==> src/pkg/drm_pkg.sv <==
// register map and field layout for default route and multicast mask configuration
`default_nettype none
package drm_pkg;
   localparam logic [7:0] DRM_OFS_DEFAULT_ROUTE_PORT = 8'h78;
   localparam logic [7:0] DRM_OFS_MCAST_MASK_CMD = 8'h80;
   localparam logic [7:0] DRM_DEFAULT_PORT_RESET = 8'hFF;
   localparam logic [31:0] DRM_MCAST_CMD_RESET = 32'h00000000;
   localparam int DRM_DEFAULT_PORT_LSB = 0;
   localparam int DRM_MASK_SELECT_LSB = 16;
   localparam int DRM_EGRESS_SELECT_LSB = 8;
   localparam int DRM_CMD_LSB = 4;
   localparam int DRM_PRESENT_BIT = 0;
   localparam int DRM_MASK_SELECT_TOP_BIT = 2;
   localparam int DRM_EGRESS_SELECT_TOP_BIT = 3;
   typedef enum logic [2:0] {
      DRM_CMD_QUERY_SETUP = 3'b000,
      DRM_CMD_ADD_PORT = 3'b001,
      DRM_CMD_DEL_PORT = 3'b010,
      DRM_CMD_DEL_ALL = 3'b100,
      DRM_CMD_ADD_ALL = 3'b101
   } drm_cmd_e;
endpackage : drm_pkg
`default_nettype wire

==> src/design/drm_route_mask_cfg.sv <==
// default route register, multicast mask command register and default-route forwarding decision
// Summary of operation
// - miss packets go to default port field
// - default port field resets to unmapped 0xFF
// - default above port total means unmapped
// - unmapped default route discards the packet
// - mask number selects mask to modify
// - query setup selects mask reported on read
// - mask and port fields read back written
// - four masks, mask number top bit zero
// - egress port byte names single port
// - egress port ignored for all-port commands
// - eight ports, egress number top bit zero
// - edits accepted regardless of table binding
// - command codes add or remove one port
// - query setup changes no mask bit
// - clear removes all, fill adds all
// - present bit shows queried port membership
`default_nettype none
module drm_route_mask_cfg
   import drm_pkg::*;
#(
   parameter int NUM_MASKS = 4,
   parameter int NUM_PORTS = 8
) (
   input wire logic clk_sys,
   input wire logic rst,
   input wire logic [7:0] reg_addr,
   input wire logic [31:0] reg_wdata,
   input wire logic reg_write,
   input wire logic reg_read,
   output logic [31:0] reg_rdata,
   input wire logic [7:0] port_total,
   input wire logic pkt_valid,
   input wire logic pkt_lut_hit,
   input wire logic [7:0] pkt_lut_port,
   output logic route_valid,
   output logic [7:0] route_port,
   output logic route_discard,
   output logic [NUM_MASKS*NUM_PORTS-1:0] mcast_masks
);

   generate
      if (NUM_MASKS < 1 || NUM_MASKS > 4 || NUM_PORTS < 1 || NUM_PORTS > 8) begin : g_bad_params
         $error("drm_route_mask_cfg: NUM_MASKS must be 1..4 and NUM_PORTS 1..8");
      end
   endgenerate

   logic [7:0] default_port_reg;
   logic [15:0] mask_select_reg;
   logic [7:0] egress_select_reg;
   logic [2:0] cmd_reg;
   logic [NUM_PORTS-1:0] mask_reg [NUM_MASKS];
   logic [31:0] rdata_reg;
   logic route_valid_reg;
   logic [7:0] route_port_reg;
   logic route_discard_reg;

   logic wr_default;
   logic wr_cmd;
   logic [15:0] wr_mask_sel;
   logic [7:0] wr_egress_sel;
   logic [2:0] wr_code;
   logic wr_mask_ok;
   logic wr_port_ok;
   logic default_unmapped;
   logic query_present;

   assign wr_default = reg_write && (reg_addr == DRM_OFS_DEFAULT_ROUTE_PORT);
   assign wr_cmd = reg_write && (reg_addr == DRM_OFS_MCAST_MASK_CMD);

   // top bit of the mask select and egress select ranges is held at zero; the command code is not
   always_comb begin
      wr_mask_sel = reg_wdata[DRM_MASK_SELECT_LSB +: 16];
      wr_mask_sel[DRM_MASK_SELECT_TOP_BIT] = 1'b0;
      wr_egress_sel = reg_wdata[DRM_EGRESS_SELECT_LSB +: 8];
      wr_egress_sel[DRM_EGRESS_SELECT_TOP_BIT] = 1'b0;
      wr_code = reg_wdata[DRM_CMD_LSB +: 3];
   end

   assign wr_mask_ok = (wr_mask_sel < 16'(NUM_MASKS));
   assign wr_port_ok = (wr_egress_sel < 8'(NUM_PORTS));

   // default route port field
   always_ff @(posedge clk_sys) begin
      if (rst) begin
         default_port_reg <= DRM_DEFAULT_PORT_RESET;
      end else if (wr_default) begin
         default_port_reg <= reg_wdata[DRM_DEFAULT_PORT_LSB +: 8];
      end
   end

   // command register fields kept for read back and query
   always_ff @(posedge clk_sys) begin
      if (rst) begin
         mask_select_reg <= DRM_MCAST_CMD_RESET[DRM_MASK_SELECT_LSB +: 16];
         egress_select_reg <= DRM_MCAST_CMD_RESET[DRM_EGRESS_SELECT_LSB +: 8];
         cmd_reg <= DRM_MCAST_CMD_RESET[DRM_CMD_LSB +: 3];
      end else if (wr_cmd) begin
         mask_select_reg <= wr_mask_sel;
         egress_select_reg <= wr_egress_sel;
         cmd_reg <= wr_code;
      end
   end

   // mask contents; no dependence on group table binding
   always_ff @(posedge clk_sys) begin
      if (rst) begin
         for (int m = 0; m < NUM_MASKS; m++) begin
            mask_reg[m] <= '0;
         end
      end else if (wr_cmd && wr_mask_ok) begin
         case (wr_code)
            DRM_CMD_ADD_PORT: begin
               if (wr_port_ok) begin
                  mask_reg[wr_mask_sel[1:0]][wr_egress_sel[2:0]] <= 1'b1;
               end
            end
            DRM_CMD_DEL_PORT: begin
               if (wr_port_ok) begin
                  mask_reg[wr_mask_sel[1:0]][wr_egress_sel[2:0]] <= 1'b0;
               end
            end
            DRM_CMD_DEL_ALL: begin
               mask_reg[wr_mask_sel[1:0]] <= '0;
            end
            DRM_CMD_ADD_ALL: begin
               mask_reg[wr_mask_sel[1:0]] <= '1;
            end
            default: begin
               // query setup and reserved codes leave masks alone
               mask_reg[wr_mask_sel[1:0]] <= mask_reg[wr_mask_sel[1:0]];
            end
         endcase
      end
   end

   always_comb begin
      for (int m = 0; m < NUM_MASKS; m++) begin
         mcast_masks[m*NUM_PORTS +: NUM_PORTS] = mask_reg[m];
      end
   end

   // membership of the last specified port in the last specified mask
   always_comb begin
      query_present = 1'b0;
      if (mask_select_reg < 16'(NUM_MASKS) && egress_select_reg < 8'(NUM_PORTS)) begin
         query_present = mask_reg[mask_select_reg[1:0]][egress_select_reg[2:0]];
      end
   end

   // read data one cycle after the strobe
   always_ff @(posedge clk_sys) begin
      if (rst) begin
         rdata_reg <= 32'h00000000;
      end else if (reg_read) begin
         rdata_reg <= 32'h00000000;
         case (reg_addr)
            DRM_OFS_DEFAULT_ROUTE_PORT: begin
               rdata_reg[DRM_DEFAULT_PORT_LSB +: 8] <= default_port_reg;
            end
            DRM_OFS_MCAST_MASK_CMD: begin
               rdata_reg[DRM_MASK_SELECT_LSB +: 16] <= mask_select_reg;
               rdata_reg[DRM_EGRESS_SELECT_LSB +: 8] <= egress_select_reg;
               rdata_reg[DRM_CMD_LSB +: 3] <= cmd_reg;
               rdata_reg[DRM_PRESENT_BIT] <= query_present;
            end
            default: begin
               rdata_reg <= 32'h00000000;
            end
         endcase
      end else begin
         rdata_reg <= 32'h00000000;
      end
   end

   assign reg_rdata = rdata_reg;

   assign default_unmapped = (default_port_reg > port_total);

   // forwarding decision, one cycle after the packet request
   always_ff @(posedge clk_sys) begin
      if (rst) begin
         route_valid_reg <= 1'b0;
         route_port_reg <= 8'h00;
         route_discard_reg <= 1'b0;
      end else begin
         route_valid_reg <= pkt_valid;
         route_port_reg <= 8'h00;
         route_discard_reg <= 1'b0;
         if (pkt_valid) begin
            if (pkt_lut_hit) begin
               route_port_reg <= pkt_lut_port;
            end else if (default_unmapped) begin
               route_discard_reg <= 1'b1;
            end else begin
               route_port_reg <= default_port_reg;
            end
         end
      end
   end

   assign route_valid = route_valid_reg;
   assign route_port = route_port_reg;
   assign route_discard = route_discard_reg;

endmodule : drm_route_mask_cfg
`default_nettype wire

==> config.mk <==
export PLATFORM = sky130hd
export DESIGN_NAME = drm_route_mask_cfg
export DESIGN_NICKNAME = d
export VERILOG_FILES = /design/src/pkg/drm_pkg.sv /design/src/design/drm_route_mask_cfg.sv
export SDC_FILE = /design/constraint.sdc
export NUM_CORES = 1
export LEC_CHECK = 0
export ABC_AREA = 1
export BUFFER_PORTS_ARGS = -buffer_cell sky130_fd_sc_hd__buf_2
export CAP_MARGIN = 0
export CORE_AREA = 2 2 122 124
export DETAILED_ROUTE_END_ITERATION = 7
export DIE_AREA = 0 0 124 126
export PLACE_DENSITY = 0.59
export SYNTH_ARGS = -nofsm -noshare
export SYNTH_HDL_FRONTEND = slang
export SYNTH_SLANG_ARGS = --single-unit
==> constraint.sdc <==
create_clock -name clk_sys -period 2.1 [get_ports clk_sys]
set_input_delay 0.21 -clock clk_sys [delete_from_list [all_inputs] [get_ports clk_sys]]
set_output_delay 0.21 -clock clk_sys [all_outputs]
set_load 0.03 [all_outputs]
==> results of run 1 <==
-- cell type report --
cell class / count / area [µm²]
Antenna cell: 1 / 2.50
Clock inverter: 5 / 43.8
Clock buffer: 10 / 239
Sequential cell: 107 / 2460
Timing Repair Buffer: 179 / 1030
Tap cell: 184 / 230
Inverter: 93 / 349
Multi-Input combinational cell: 402 / 1970
Fill cell: 1511 / 7990
-- power groups by stage --
stage / combinational (mW) / clock [mW] / sequential [mW]
2_1_floorplan: 0.149 / 0 / 2.31
4_1_cts: 0.401 / 1.71 / 2.19
5_1_grt: 0.440 / 1.76 / 2.19
6_report: 0.399 / 1.65 / 2.18
3_3_place_gp: 0.396 / 0 / 2.23
3_5_place_dp: 0.400 / 0 / 2.23
-- per-stage QoR --
| step | cells | TNS [ns] | setup slack [ns] | hold slack, ns |
|---|---|---|---|---|
| after floorplan | 633 | 0 | 0.220 | 0.350 |
| after CTS | 979 | 0 | 0.196 | 0.0893 |
| final | 981 | 0 | 0.264 | 0.102 |
| after detailed placement | 964 | -5.37 | -0.183 | 0.420 |
| after global routing | 980 | 0 | 0.00277 | 0.0941 |
| after global placement | 964 | -5.58 | -0.172 | 0.416 |
-- cell usage after synthesis (3+ instances only) --
cell type / count
sky130_fd_sc_hd__nand2_1: 129
sky130_fd_sc_hd__nor2_1: 90
sky130_fd_sc_hd__inv_1: 88
sky130_fd_sc_hd__dfxtp_1: 75
sky130_fd_sc_hd__a21oi_1: 42
sky130_fd_sc_hd__edfxtp_1: 32
sky130_fd_sc_hd__nand4_1: 32
sky130_fd_sc_hd__nand3_1: 29
sky130_fd_sc_hd__clkbuf_1: 25
sky130_fd_sc_hd__o21ai_0: 17
sky130_fd_sc_hd__nor3_1: 11
sky130_fd_sc_hd__a211oi_1: 10
sky130_fd_sc_hd__ha_1: 8
sky130_fd_sc_hd__a221o_1: 7
sky130_fd_sc_hd__buf_6: 4
sky130_fd_sc_hd__nor4_1: 4
sky130_fd_sc_hd__o211ai_1: 4
sky130_fd_sc_hd__inv_2: 3
sky130_fd_sc_hd__nor2_2: 3
sky130_fd_sc_hd__o22ai_1: 3
-- tightest hold or removal path: cells and delay by family --
family,cells,cell delay [ns]
simple gates,1,0.05
compound gates,1,0.05
buf+inv,1,0.09
-- timing repair --
action / CTS / global route
buffers inserted: 0 / 1
gates resized for setup: 0 / 1
endpoints found under the setup margin: 0 / 20
-- path summary, 6_finish.rpt --
check                           from              to  cells after the start
setup reg to reg           flip-flop    reg_rdata[0]                      9
hold / removal       pkt_lut_port[4]   route_port[4]                      3
setup / recovery       reg_wdata[28]  mask_reg[2][1]                     15
hold reg to reg   mask_select_reg[1]   reg_rdata[17]                      2
-- routing by layer --
layer / share of wire (%) / global-route usage (%) / vias up
li1: - / - / 2392
met1: 45 / 23.3 / 2076
met2: 46 / 28.2 / 138
met3: 6.5 / 4.21 / 20
met4: 2.1 / 6.74 / 0
met5: 0 / 0 / -
-- logic make-up (layout without fill, tap and decap cells) --
kind of cell	count (synthesis)	count (layout)	share of synthesized area (%)
simple gates	305	305	27.2
buf+inv	124	287	10.2
flops	107	107	50.0
compound gates	87	87	10.5
fa+ha+maj	8	8	2.03
other cells	1	3	0.0761
==> impl_summary.log, run 1 <==
INFO  metric synth_edf_count = 32
INFO  metric cp.required = 2.17 ns
INFO  metric pwr-share-comb = 9.4%
INFO  metric p_switching = 1.09 mW
INFO  metric min_path_type = input pin to flip-flop
INFO  metric p_seq_share = 51.6%
INFO  metric post-synth-top-area-fraction = 30.5%
INFO  metric postRouteWirelength = 13,500 µm
INFO  metric timing.final.crit_share = between 80% and 90%
INFO  metric worst_setup_hold_path_clk_slew = ~0.070 ns
INFO  metric grt_start_max_net_pins = between 50 and 60
INFO  metric drive_above_1_share = between 20% and 30%
INFO  metric swShare = between 20% and 30%
INFO  metric timing.critical_path.arrival = 1.91 ns
INFO  metric clock_sinks = ~110
INFO  metric netlist-cell-type-count = 31
INFO  metric wire_length_of_the_first_global_routing_pass = 21,500 µm
INFO  metric vdd_ir_drop_max = approximately 350 µV
INFO  metric worstMarginPinSlew = about 0.58 ns
INFO  metric cts_tree = done
INFO  metric finalCriticalPeriod = about 1.8 ns
INFO  metric std_cell_rows = between 40 and 50
INFO  metric grtUsageTotal = ~18%
INFO  metric initial_core_util = about 34%
INFO  metric area_of_the_die = about 16,000 µm²
INFO  metric timing_hold_violations_final = 0
INFO  metric finalClockSkew = 0.00659 ns
INFO  metric route.detailed.wl_per_inst = around 14 µm
INFO  metric final_cell_mix = sky130_fd_sc_hd__buf_2, sky130_fd_sc_hd__nand2_1, sky130_fd_sc_hd__nor2_1
INFO  metric clock_path_buffers = 2
INFO  metric synth_sequential_area_ratio = 50.0%
INFO  metric grt_antenna_before_repair = 0
INFO  metric vias_in_the_first_global_route = 4,357
INFO  metric fmaxAchievable = 545 MHz
INFO  metric cts.hold.buffers_added = 0
INFO  metric detail-route-antenna-nets = 0
INFO  metric max_cap_viol_count = 0
INFO  metric mostFrequentLayoutCell = sky130_fd_sc_hd__buf_2
INFO  metric power.static_leakage = between 3 and 4 nW
INFO  metric design.core.area = 14,300 µm²
INFO  metric grt_setup_unrepaired = no
INFO  metric ctsHtreeMaxLevel = 3
INFO  metric cts_made_buffers = 9
INFO  metric clockRootBuffer = sky130_fd_sc_hd__clkbuf_16
INFO  metric drt_pass1_iterations = 5
INFO  metric synth.cell_area = just under 5000 µm²
INFO  metric reg_to_reg_slack_setup = 0.41 ns
INFO  metric highest_net_fanout_along_the_worst_path = 12
INFO  metric worstPathCellList = buf_2 > nor2_1 > nand2_1 > nor2_1 > nand2_1 > nor2_2 > nand3_2 > nand2_1 > nor2_1 > nand2_1 > nor2_1 > nand2_4 > buf_4 > nand4_1 > nand2_1
INFO  metric grt_overflow = 0
INFO  metric synth.avg_cell_area = 7.79 µm²
INFO  metric largest_reg_flops = 32
INFO  metric crit_path_frequent_cell = sky130_fd_sc_hd__nand2_1
INFO  metric via_count = ~4,600
INFO  metric worst-path-buf-inv = 2
INFO  metric synth_seq_cells = between 100 and 150
INFO  metric io_pins = ~140
INFO  metric insertion_delay = between 0.3 and 0.4 ns
INFO  metric synth_top_cell_by_area = sky130_fd_sc_hd__dfxtp_1
INFO  metric finalPower = 4.23 mW
INFO  metric yosys_warnings = 0
INFO  metric slowest_delay = between 0.15 and 0.2 ns
INFO  metric die_h = 126 µm
INFO  metric startpoint_type = input pin
INFO  metric clock_power_share = between 30% and 40%
INFO  metric layout_cell_area_excl_fill = 6320 µm²
INFO  metric timing.max_slew.rel_slack = between 60% and 70%
INFO  metric critPathTopFamily = simple AND/OR/NAND/NOR gates
INFO  metric end_kind = flip-flop
INFO  metric drt_drc_violations_left = 0
INFO  metric detail_route.vias_per_cell = approximately 4.7
INFO  metric p_per_area = around 670 nW/µm²
INFO  metric ys_async_sr_fraction = 0%
INFO  metric detail_route.iter0.violations = a little over 300
INFO  metric setup_viol_count_final = 0
INFO  metric place.gp.congestion = between 0.7 and 0.8
INFO  metric utilization = around 44%
INFO  metric netlist_top_cells_area = sky130_fd_sc_hd__dfxtp_1, sky130_fd_sc_hd__edfxtp_1, sky130_fd_sc_hd__nand2_1, sky130_fd_sc_hd__nor2_1, sky130_fd_sc_hd__inv_1
INFO  metric slew_violations = 0
INFO  metric area_growth = 28.4%
INFO  metric place_hpwl = around 9800 µm
INFO  metric io_buffers = 131
INFO  metric internal_power = 3.15 mW
INFO  metric final_net_count = ~860
INFO  metric synth_flop_cell = sky130_fd_sc_hd__dfxtp_1
INFO  metric worstSetupPathType = input pin to flip-flop
INFO  metric die_w = 124 µm
INFO  metric run_status = complete, no violations
INFO  metric worst_path_max_delay_cell = sky130_fd_sc_hd__nand3_2
INFO  metric dpl-instance-area = 6010 µm²
INFO  metric postSynthCellCount = roughly 630
Note: power is estimated with default switching activity, not from simulation.
==> inputs of run 2 (changes only) <==
- RECOVER_POWER: not set -> 25
==> run 2 against run 1 <==
Via count shrank 0.63%; sequential power barely moved; cell count is the same; sequential share of layout area rose by 0.19 points; total power fell by 0.10%; global-route usage unchanged; critical path type unchanged; register-to-register slack hardly changed.
==> impl_summary.log, run 2 (synthesized netlist as in run 1, its figures left out) <==
INFO  metric worstSetupPathType = input pin to flip-flop
INFO  metric power.static_leakage = ~3 nW
INFO  metric design.core.area = about 14,000 µm²
INFO  metric utilization = between 40 and 50%
INFO  metric timing.max_slew.rel_slack = 17.4%
INFO  metric drt_pass1_iterations = 4
INFO  metric grt_antenna_before_repair = 0
INFO  metric clockRootBuffer = sky130_fd_sc_hd__clkbuf_16
INFO  metric area_of_the_die = 15,600 µm²
INFO  metric clock_sinks = between 100 and 150
INFO  metric end_kind = flip-flop
INFO  metric finalPower = roughly 4.2 mW
INFO  metric place_hpwl = roughly 10000 µm
INFO  metric p_switching = approximately 1.1 mW
INFO  metric worst_path_max_delay_cell = sky130_fd_sc_hd__nand3_2
INFO  metric drt_drc_violations_left = 0
INFO  metric std_cell_rows = between 40 and 50
INFO  metric reg2regPathDepth = 9
INFO  metric place.gp.congestion = roughly 0.80
INFO  metric cts_made_buffers = 9
INFO  metric clock_path_buffers = 2
INFO  metric min_delay_path_depth = 3
INFO  metric setup_viol_count_final = 0
INFO  metric wire_length_of_the_first_global_routing_pass = 21,500 µm
INFO  metric critical_path.reg2reg.endpoint = reg_rdata[0]
INFO  metric worst_setup_hold_path_clk_slew = 0.07 ns
INFO  metric grt_start_max_net_pins = 57
INFO  metric detail-route-antenna-nets = 0
INFO  metric whs_endpoint = route_port[4]
INFO  metric post_layout_nonfiller_instances = 981
INFO  metric timing.final.crit_share = 87.8%
INFO  metric timing_hold_violations_final = 0
INFO  metric internal_power = about 3.1 mW
INFO  metric initial_core_util = 34.4%
INFO  metric detail_route.vias_per_cell = 4.69
INFO  metric detail_route.iter0.violations = about 320
INFO  metric cts.hold.buffers_added = 0
INFO  metric clock_power_share = 39.0%
INFO  metric finalCriticalPeriod = around 1.8 ns
INFO  metric setup-tns-final = 0 ns
INFO  metric fmaxAchievable = approximately 540 MHz
INFO  metric swShare = between 20% and 30%
INFO  metric highest_net_fanout_along_the_worst_path = 12
INFO  metric grt_overflow = 0
INFO  metric layout_cell_area_excl_fill = 6290 µm²
INFO  metric cts_tree = done
INFO  metric die_w = between 100 and 150 µm
INFO  metric startpoint_type = input pin
INFO  metric largest_reg_flops = 32
INFO  metric pwr-share-comb = about a tenth
INFO  metric area_growth = 27.7%
INFO  metric critPathTopFamily = simple AND/OR/NAND/NOR gates
INFO  metric worstHoldStart = pkt_lut_port[4]
INFO  metric finalClockSkew = between 0.006 and 0.007 ns
INFO  metric io_buffers = 131
INFO  metric run_status = complete, no violations
INFO  metric die_h = ~130 µm
INFO  metric reg_to_reg_slack_setup = 0.42 ns
INFO  metric min_path_type = input pin to flip-flop
INFO  metric mostFrequentLayoutCell = sky130_fd_sc_hd__nand2_1
INFO  metric final_cell_mix = sky130_fd_sc_hd__nand2_1, sky130_fd_sc_hd__buf_2, sky130_fd_sc_hd__nor2_1
INFO  metric insertion_delay = 0.35 ns
INFO  metric route.detailed.wl_per_inst = about 14 µm
INFO  metric postRouteWirelength = about 13,000 µm
INFO  metric worstMarginPinSlew = 1.24 ns
INFO  metric grtUsageTotal = 17.7%
INFO  metric numPlacedInstances = 964
INFO  metric io_pins = 136
INFO  metric via_count = ~4,600
INFO  metric filler_cell_count = approximately 1,500
INFO  metric crit_path_frequent_cell = sky130_fd_sc_hd__nand2_1
INFO  metric final_net_count = about 860
INFO  metric vdd_ir_drop_max = 348 µV
INFO  metric grt_setup_unrepaired = no
INFO  metric slew_violations = 0
INFO  metric drive_above_1_share = approximately a quarter
INFO  metric worst-path-buf-inv = 2
INFO  metric cp.required = 2.17 ns
INFO  metric dpl-instance-area = around 6000 µm²
INFO  metric cp.depth = 15
INFO  metric timing.critical_path.arrival = roughly 1.9 ns
INFO  metric max_cap_viol_count = 0
INFO  metric p_per_area = between 600 and 700 nW/µm²
INFO  metric p_seq_share = about half
INFO  metric ctsHtreeMaxLevel = 3
INFO  metric slowest_delay = about 0.18 ns
INFO  metric vias_in_the_first_global_route = 4,357
INFO  metric worstPathCellList = buf_2 > nor2_1 > nand2_1 > nor2_1 > nand2_1 > nor2_2 > nand3_2 > nand2_1 > nor2_1 > nand2_1 > nor2_1 > nand2_4 > buf_4 > nand4_1 > nand2_1
[run 2: cell count changes in the layout (fill, tap and decap cells not counted)]
| cell | previous run | this run |
|---|---|---|
| sky130_fd_sc_hd__buf_2 | 131 | 116 |
| sky130_fd_sc_hd__buf_4 | 47 | 43 |
| sky130_fd_sc_hd__clkbuf_4 | 0 | 1 |
| sky130_fd_sc_hd__clkbuf_1 | 0 | 18 |
[run 2: worst max-delay path by stage]
| stage | slack (ns) | to | start |
|---|---|---|---|
| finish | 0.26 | mask_reg[0][2] | reg_wdata[28] |
| CTS | 0.20 | mask_reg[1][2] | reg_wdata[28] |
| detailed placement | -0.18 | mask_reg[1][2] | reg_wdata[28] |
| floorplan | 0.22 | mask_reg[3][0] | reg_addr[0] |
| global route | 0.003 | mask_reg[1][2] | reg_wdata[28] |
| global placement | -0.17 | mask_reg[2][4] | reg_wdata[28] |
[run 2: power groups by stage]
| stage | clock network (mW) | logic (mW) | registers [mW] |
|---|---|---|---|
| finish | 1.65 | 0.397 | 2.18 |
| global route | 1.76 | 0.438 | 2.19 |
| CTS | 1.71 | 0.401 | 2.19 |
| detailed placement | 0 | 0.400 | 2.23 |
| floorplan | 0 | 0.149 | 2.31 |
| global placement | 0 | 0.396 | 2.23 |
[run 2: worst reg2reg max path: stages, from the launching register on]
cell,delay [ns]
sky130_fd_sc_hd__dfxtp_1,0.31
sky130_fd_sc_hd__inv_1,0.21
sky130_fd_sc_hd__buf_4,0.23
sky130_fd_sc_hd__nand2_1,0.06
sky130_fd_sc_hd__a221o_1,0.36
sky130_fd_sc_hd__nand2_1,0.08
sky130_fd_sc_hd__o21ai_0,0.10
sky130_fd_sc_hd__nand2_1,0.09
sky130_fd_sc_hd__nand3_1,0.06
sky130_fd_sc_hd__o21ai_0,0.09
[run 2: through the flow]
step	hold slack [ns]	setup slack, ns
final	0.101	0.256
after global routing	0.0941	0.00277
after CTS	0.0893	0.196
after detailed placement	0.420	-0.183
after global placement	0.416	-0.172
after floorplan	0.350	0.220
[run 2: layer usage]
metal	share of wire [%]	wire (µm)	up-vias	global-route usage (%)
li1	-	-	2393	-
met1	46	6100	2064	23.3
met2	46	6220	120	28.2
met3	5.8	783	20	4.21
met4	2.2	289	0	6.74
met5	0	0	-	0
[run 2: area by class of cell]
class	count	area (µm²)	area share, %
diodes	1	2.50	0.0398
clock buffers	10	239	3.80
clock inverters	5	43.8	0.696
inverters	93	349	5.55
multi-input cells	402	1970	31.2
flip-flops and latches	107	2460	39.1
well taps	184	230	3.66
repair buffers	179	998	15.9
[run 2: timing repair]
action                                  4_1_cts  5_1_grt
endpoints found under the setup margin        0       20
gates resized for setup                       0        1
setup buffers                                 0        1
==> inputs of run 3 (changes only) <==
- ABC_AREA: 1 -> not set
- CORE_AREA: 2 2 122 124 -> 2 2 120 122
- DIE_AREA: 0 0 124 126 -> 0 0 122 124
==> run 3 against run 2 <==
Worst setup slack got worse by 0.40 ns; the run now ends with negative setup slack left; first-iteration DRC count grew 13%; sequential share of layout area fell by 3.0 points; cell count decreased by 17%; routed wire length grew 12%; synthesized cell count is 25% lower; sequential power hardly changed; flip-flop and latch count is the same.
==> impl_summary.log, run 3 <==
INFO  metric detail_route.vias_per_cell = ~5.3
INFO  metric die_h = ~120 µm
INFO  metric synth_top_cell_by_area = sky130_fd_sc_hd__dfxtp_1
INFO  metric post-route-worst-setup-slack = -0.145 ns
INFO  metric timing.max_slew.rel_slack = around 41%
INFO  metric wire_length_of_the_first_global_routing_pass = between 20,000 and 25,000 µm
INFO  metric setup-tns-final = -3.46 ns
INFO  metric slew_violations = 0
INFO  metric synth.avg_cell_area = 9.97 µm²
INFO  metric vdd_ir_drop_max = ~390 µV
INFO  metric place_hpwl = approximately 10,000 µm
INFO  metric area_growth = 44.0%
INFO  metric violations_in_the_final_reports = negative setup slack
INFO  metric fmaxAchievable = between 400 and 500 MHz
INFO  metric grt_setup_unrepaired = yes
INFO  metric min_path_type = input pin to flip-flop
INFO  metric initial_core_util = about a third
INFO  metric max_cap_viol_count = 0
INFO  metric area_of_the_die = between 15,000 and 20,000 µm²
INFO  metric clockRootBuffer = sky130_fd_sc_hd__clkbuf_16
INFO  metric finalCriticalPeriod = between 2 and 2.5 ns
INFO  metric clock_power_share = about 40%
INFO  metric mostFrequentLayoutCell = sky130_fd_sc_hd__buf_2
INFO  metric clock_path_buffers = 2
INFO  metric worstSetupPathType = input pin to flip-flop
INFO  metric p_per_area = 659 nW/µm²
INFO  metric detail_route.iter0.violations = 356
INFO  metric synth_sequential_area_ratio = a little over half
INFO  metric timing_hold_violations_final = 0
INFO  metric via_count = roughly 4,400
INFO  metric route.detailed.wl_per_inst = 18.4 µm
INFO  metric io_pins = about 140
INFO  metric p_seq_share = 48.9%
INFO  metric highest_net_fanout_along_the_worst_path = 8
INFO  metric run_status = finished with violations
INFO  metric timing.final.crit_share = 107%
INFO  metric critical_path.reg2reg.endpoint = reg_rdata[0]
INFO  metric crit_path_start = reg_wdata[15]
INFO  metric grt_antenna_before_repair = 1
INFO  metric yosys_warnings = 0
INFO  metric drt_pass1_iterations = 5
INFO  metric ys_async_sr_fraction = 0%
INFO  metric dp_worst_setup_slack = -0.697 ns
INFO  metric met2_wirelength = between 7000 and 8000 µm
INFO  metric postRouteWirelength = ~15,000 µm
INFO  metric final_net_count = 700
INFO  metric detail-route-antenna-nets = 0
INFO  metric grtUsageTotal = slightly below 20%
INFO  metric synth_seq_cells = around 110
INFO  metric grt_overflow = 0
INFO  metric drt_drc_violations_left = 0
INFO  metric finalPower = around 4.5 mW
INFO  metric design.core.area = 13,700 µm²
INFO  metric p_switching = around 1.2 mW
INFO  metric postSynthCellCount = between 400 and 500
INFO  metric worstMarginPinSlew = ~0.88 ns
INFO  metric swShare = between 20% and 30%
INFO  metric netlist-cell-type-count = 45
INFO  metric cts_made_buffers = 9
INFO  metric io_buffers = 131
INFO  metric synth.cell_area = 4720 µm²
INFO  metric die_w = roughly 120 µm
INFO  metric reg_to_reg_slack_setup = 0.09 ns
INFO  metric power.static_leakage = around 2.4 nW
INFO  metric cts_tree = done
INFO  metric insertedDiodeCount = 0
INFO  metric vias_in_the_first_global_route = between 4,000 and 5,000
INFO  metric std_cell_rows = between 40 and 50
INFO  metric cp.required = ~2.2 ns
INFO  metric startpoint_type = input pin
INFO  metric finalClockSkew = around 0.0070 ns
INFO  metric pwr-share-comb = a little over a tenth
INFO  metric topRoutingLayerUsed = met5
INFO  metric insertion_delay = ~0.36 ns
INFO  metric timing.critical_path.arrival = approximately 2.3 ns
INFO  metric filler_cell_count = between 1,000 and 1,500
INFO  metric ctsHtreeMaxLevel = 3
INFO  metric clock_sinks = about 110
INFO  metric synth_edf_count = 32
INFO  metric drive_above_1_share = a little under two fifths
INFO  metric reg2regPathDepth = 5
INFO  metric post-synth-top-area-fraction = approximately a third
INFO  metric internal_power = roughly 3.3 mW
INFO  metric synthMostInstantiatedCell = sky130_fd_sc_hd__dfxtp_1
INFO  metric largest_reg_flops = 32
INFO  metric final_cell_mix = sky130_fd_sc_hd__buf_2, sky130_fd_sc_hd__dfxtp_1, sky130_fd_sc_hd__nand2_1
INFO  metric m1WireLength = between 6000 and 7000 µm
INFO  metric grt_start_max_net_pins = 31
INFO  metric synth_flop_cell = sky130_fd_sc_hd__dfxtp_1
INFO  metric netlist_top_cells_area = sky130_fd_sc_hd__dfxtp_1, sky130_fd_sc_hd__edfxtp_1, sky130_fd_sc_hd__nand2_1, sky130_fd_sc_hd__a21oi_1, sky130_fd_sc_hd__a2111oi_0
INFO  metric end_kind = flip-flop
INFO  metric worst_setup_hold_path_clk_slew = 0.08 ns
INFO  metric route.met3.wl = ~1200 µm
INFO  metric place.gp.congestion = ~0.85
INFO  metric timing.critical_path.to = mask_reg[1][0]
INFO  metric setup_viol_count_final = 54
INFO  metric post_synth_most_frequent_cells = sky130_fd_sc_hd__dfxtp_1, sky130_fd_sc_hd__nand2_1, sky130_fd_sc_hd__a21oi_1
==> run 3: changes by cell type after synthesis, sizes merged, moves of 27 or more <==
cell / delta
nand4: -27
inv: -77
and2: +29
nand3: -27
nor2: -79
nand2: -58
==> run 3: worst max-delay path, stage by stage <==
cell                       delay (ns)
sky130_fd_sc_hd__buf_6           0.09
sky130_fd_sc_hd__or4_4           0.56
sky130_fd_sc_hd__or4b_4          0.52
sky130_fd_sc_hd__a311oi_4        0.26
sky130_fd_sc_hd__buf_6           0.20
sky130_fd_sc_hd__buf_4           0.16
sky130_fd_sc_hd__nand2_8         0.09
sky130_fd_sc_hd__o21ai_1         0.21
==> run 3: kinds of logic (layout without fill, tap and decap cells) <==
kind of cell	Yosys count	in the layout	share of synthesized area, %
xor gates and xnor gates	1	1	0.185
muxes	20	20	6.38
other	1	2	0.0794
DFF	107	107	52.1
and+or+nand+nor	158	158	16.8
buffers and inverters	47	206	3.89
AOI/OAI and AO/OA	132	132	18.4
adders and majority gates	8	8	2.12
==> run 3: layout make-up <==
type / instances / area [µm²] / area share [%]
sequential: 107 / 2460 / 36.2
clock buffer: 10 / 250 / 3.68
multi-input combinational: 321 / 2700 / 39.6
tap: 180 / 225 / 3.31
timing repair buffer: 176 / 1050 / 15.4
inverter: 15 / 56.3 / 0.827
clock inverter: 5 / 67.6 / 0.993
==> run 3: worst min-delay path by stage <==
stage	startpoint	depth (start not counted)	to
floorplan	reg_wdata[1]	2	default_port_reg[1]
global placement	reg_wdata[2]	3	default_port_reg[2]
detailed placement	reg_wdata[1]	3	default_port_reg[1]
CTS	reg_wdata[7]	3	default_port_reg[7]
global route	pkt_lut_port[7]	2	route_port[7]
finish	reg_wdata[2]	3	default_port_reg[2]
==> run 3: what timing repair did <==
item                                    in CTS  in global routing
pin swaps                                   11                  8
hold buffers                                 0                  0
setup buffers                                6                  1
endpoints found under the hold margin        0                  0
resized for setup                           92                 48
endpoints found under the setup margin      54                 56
==> run 3: power by group through the flow <==
stage	sequential (mW)	clock (mW)	combinational [mW]
6_report	2.19	1.81	0.480
5_1_grt	2.20	1.93	0.514
4_1_cts	2.19	1.84	0.453
3_5_place_dp	2.24	0	0.414
3_3_place_gp	2.24	0	0.407
2_1_floorplan	2.31	0	0.148
==> run 3: stage by stage <==
step           std cells  hold WS [ns]  utilization [%]  area, µm²
2_1_floorplan        475         0.338                -       4760
3_3_place_gp         792         0.427             42.6       5850
3_5_place_dp         792         0.431             42.6       5850
4_1_cts              813        0.0562             48.5       6650
5_1_grt              814        0.0694             49.6       6810
6_report             814        0.0686             49.6       6810
==> run 3: metal layers <==
| layer | up-vias | global-route usage, % |
|---|---|---|
| met5 | - | 0 |
| li1 | 2053 | - |
| met4 | 2 | 7.04 |
| met2 | 192 | 32.0 |
| met1 | 2075 | 26.2 |
| met3 | 29 | 4.30 |
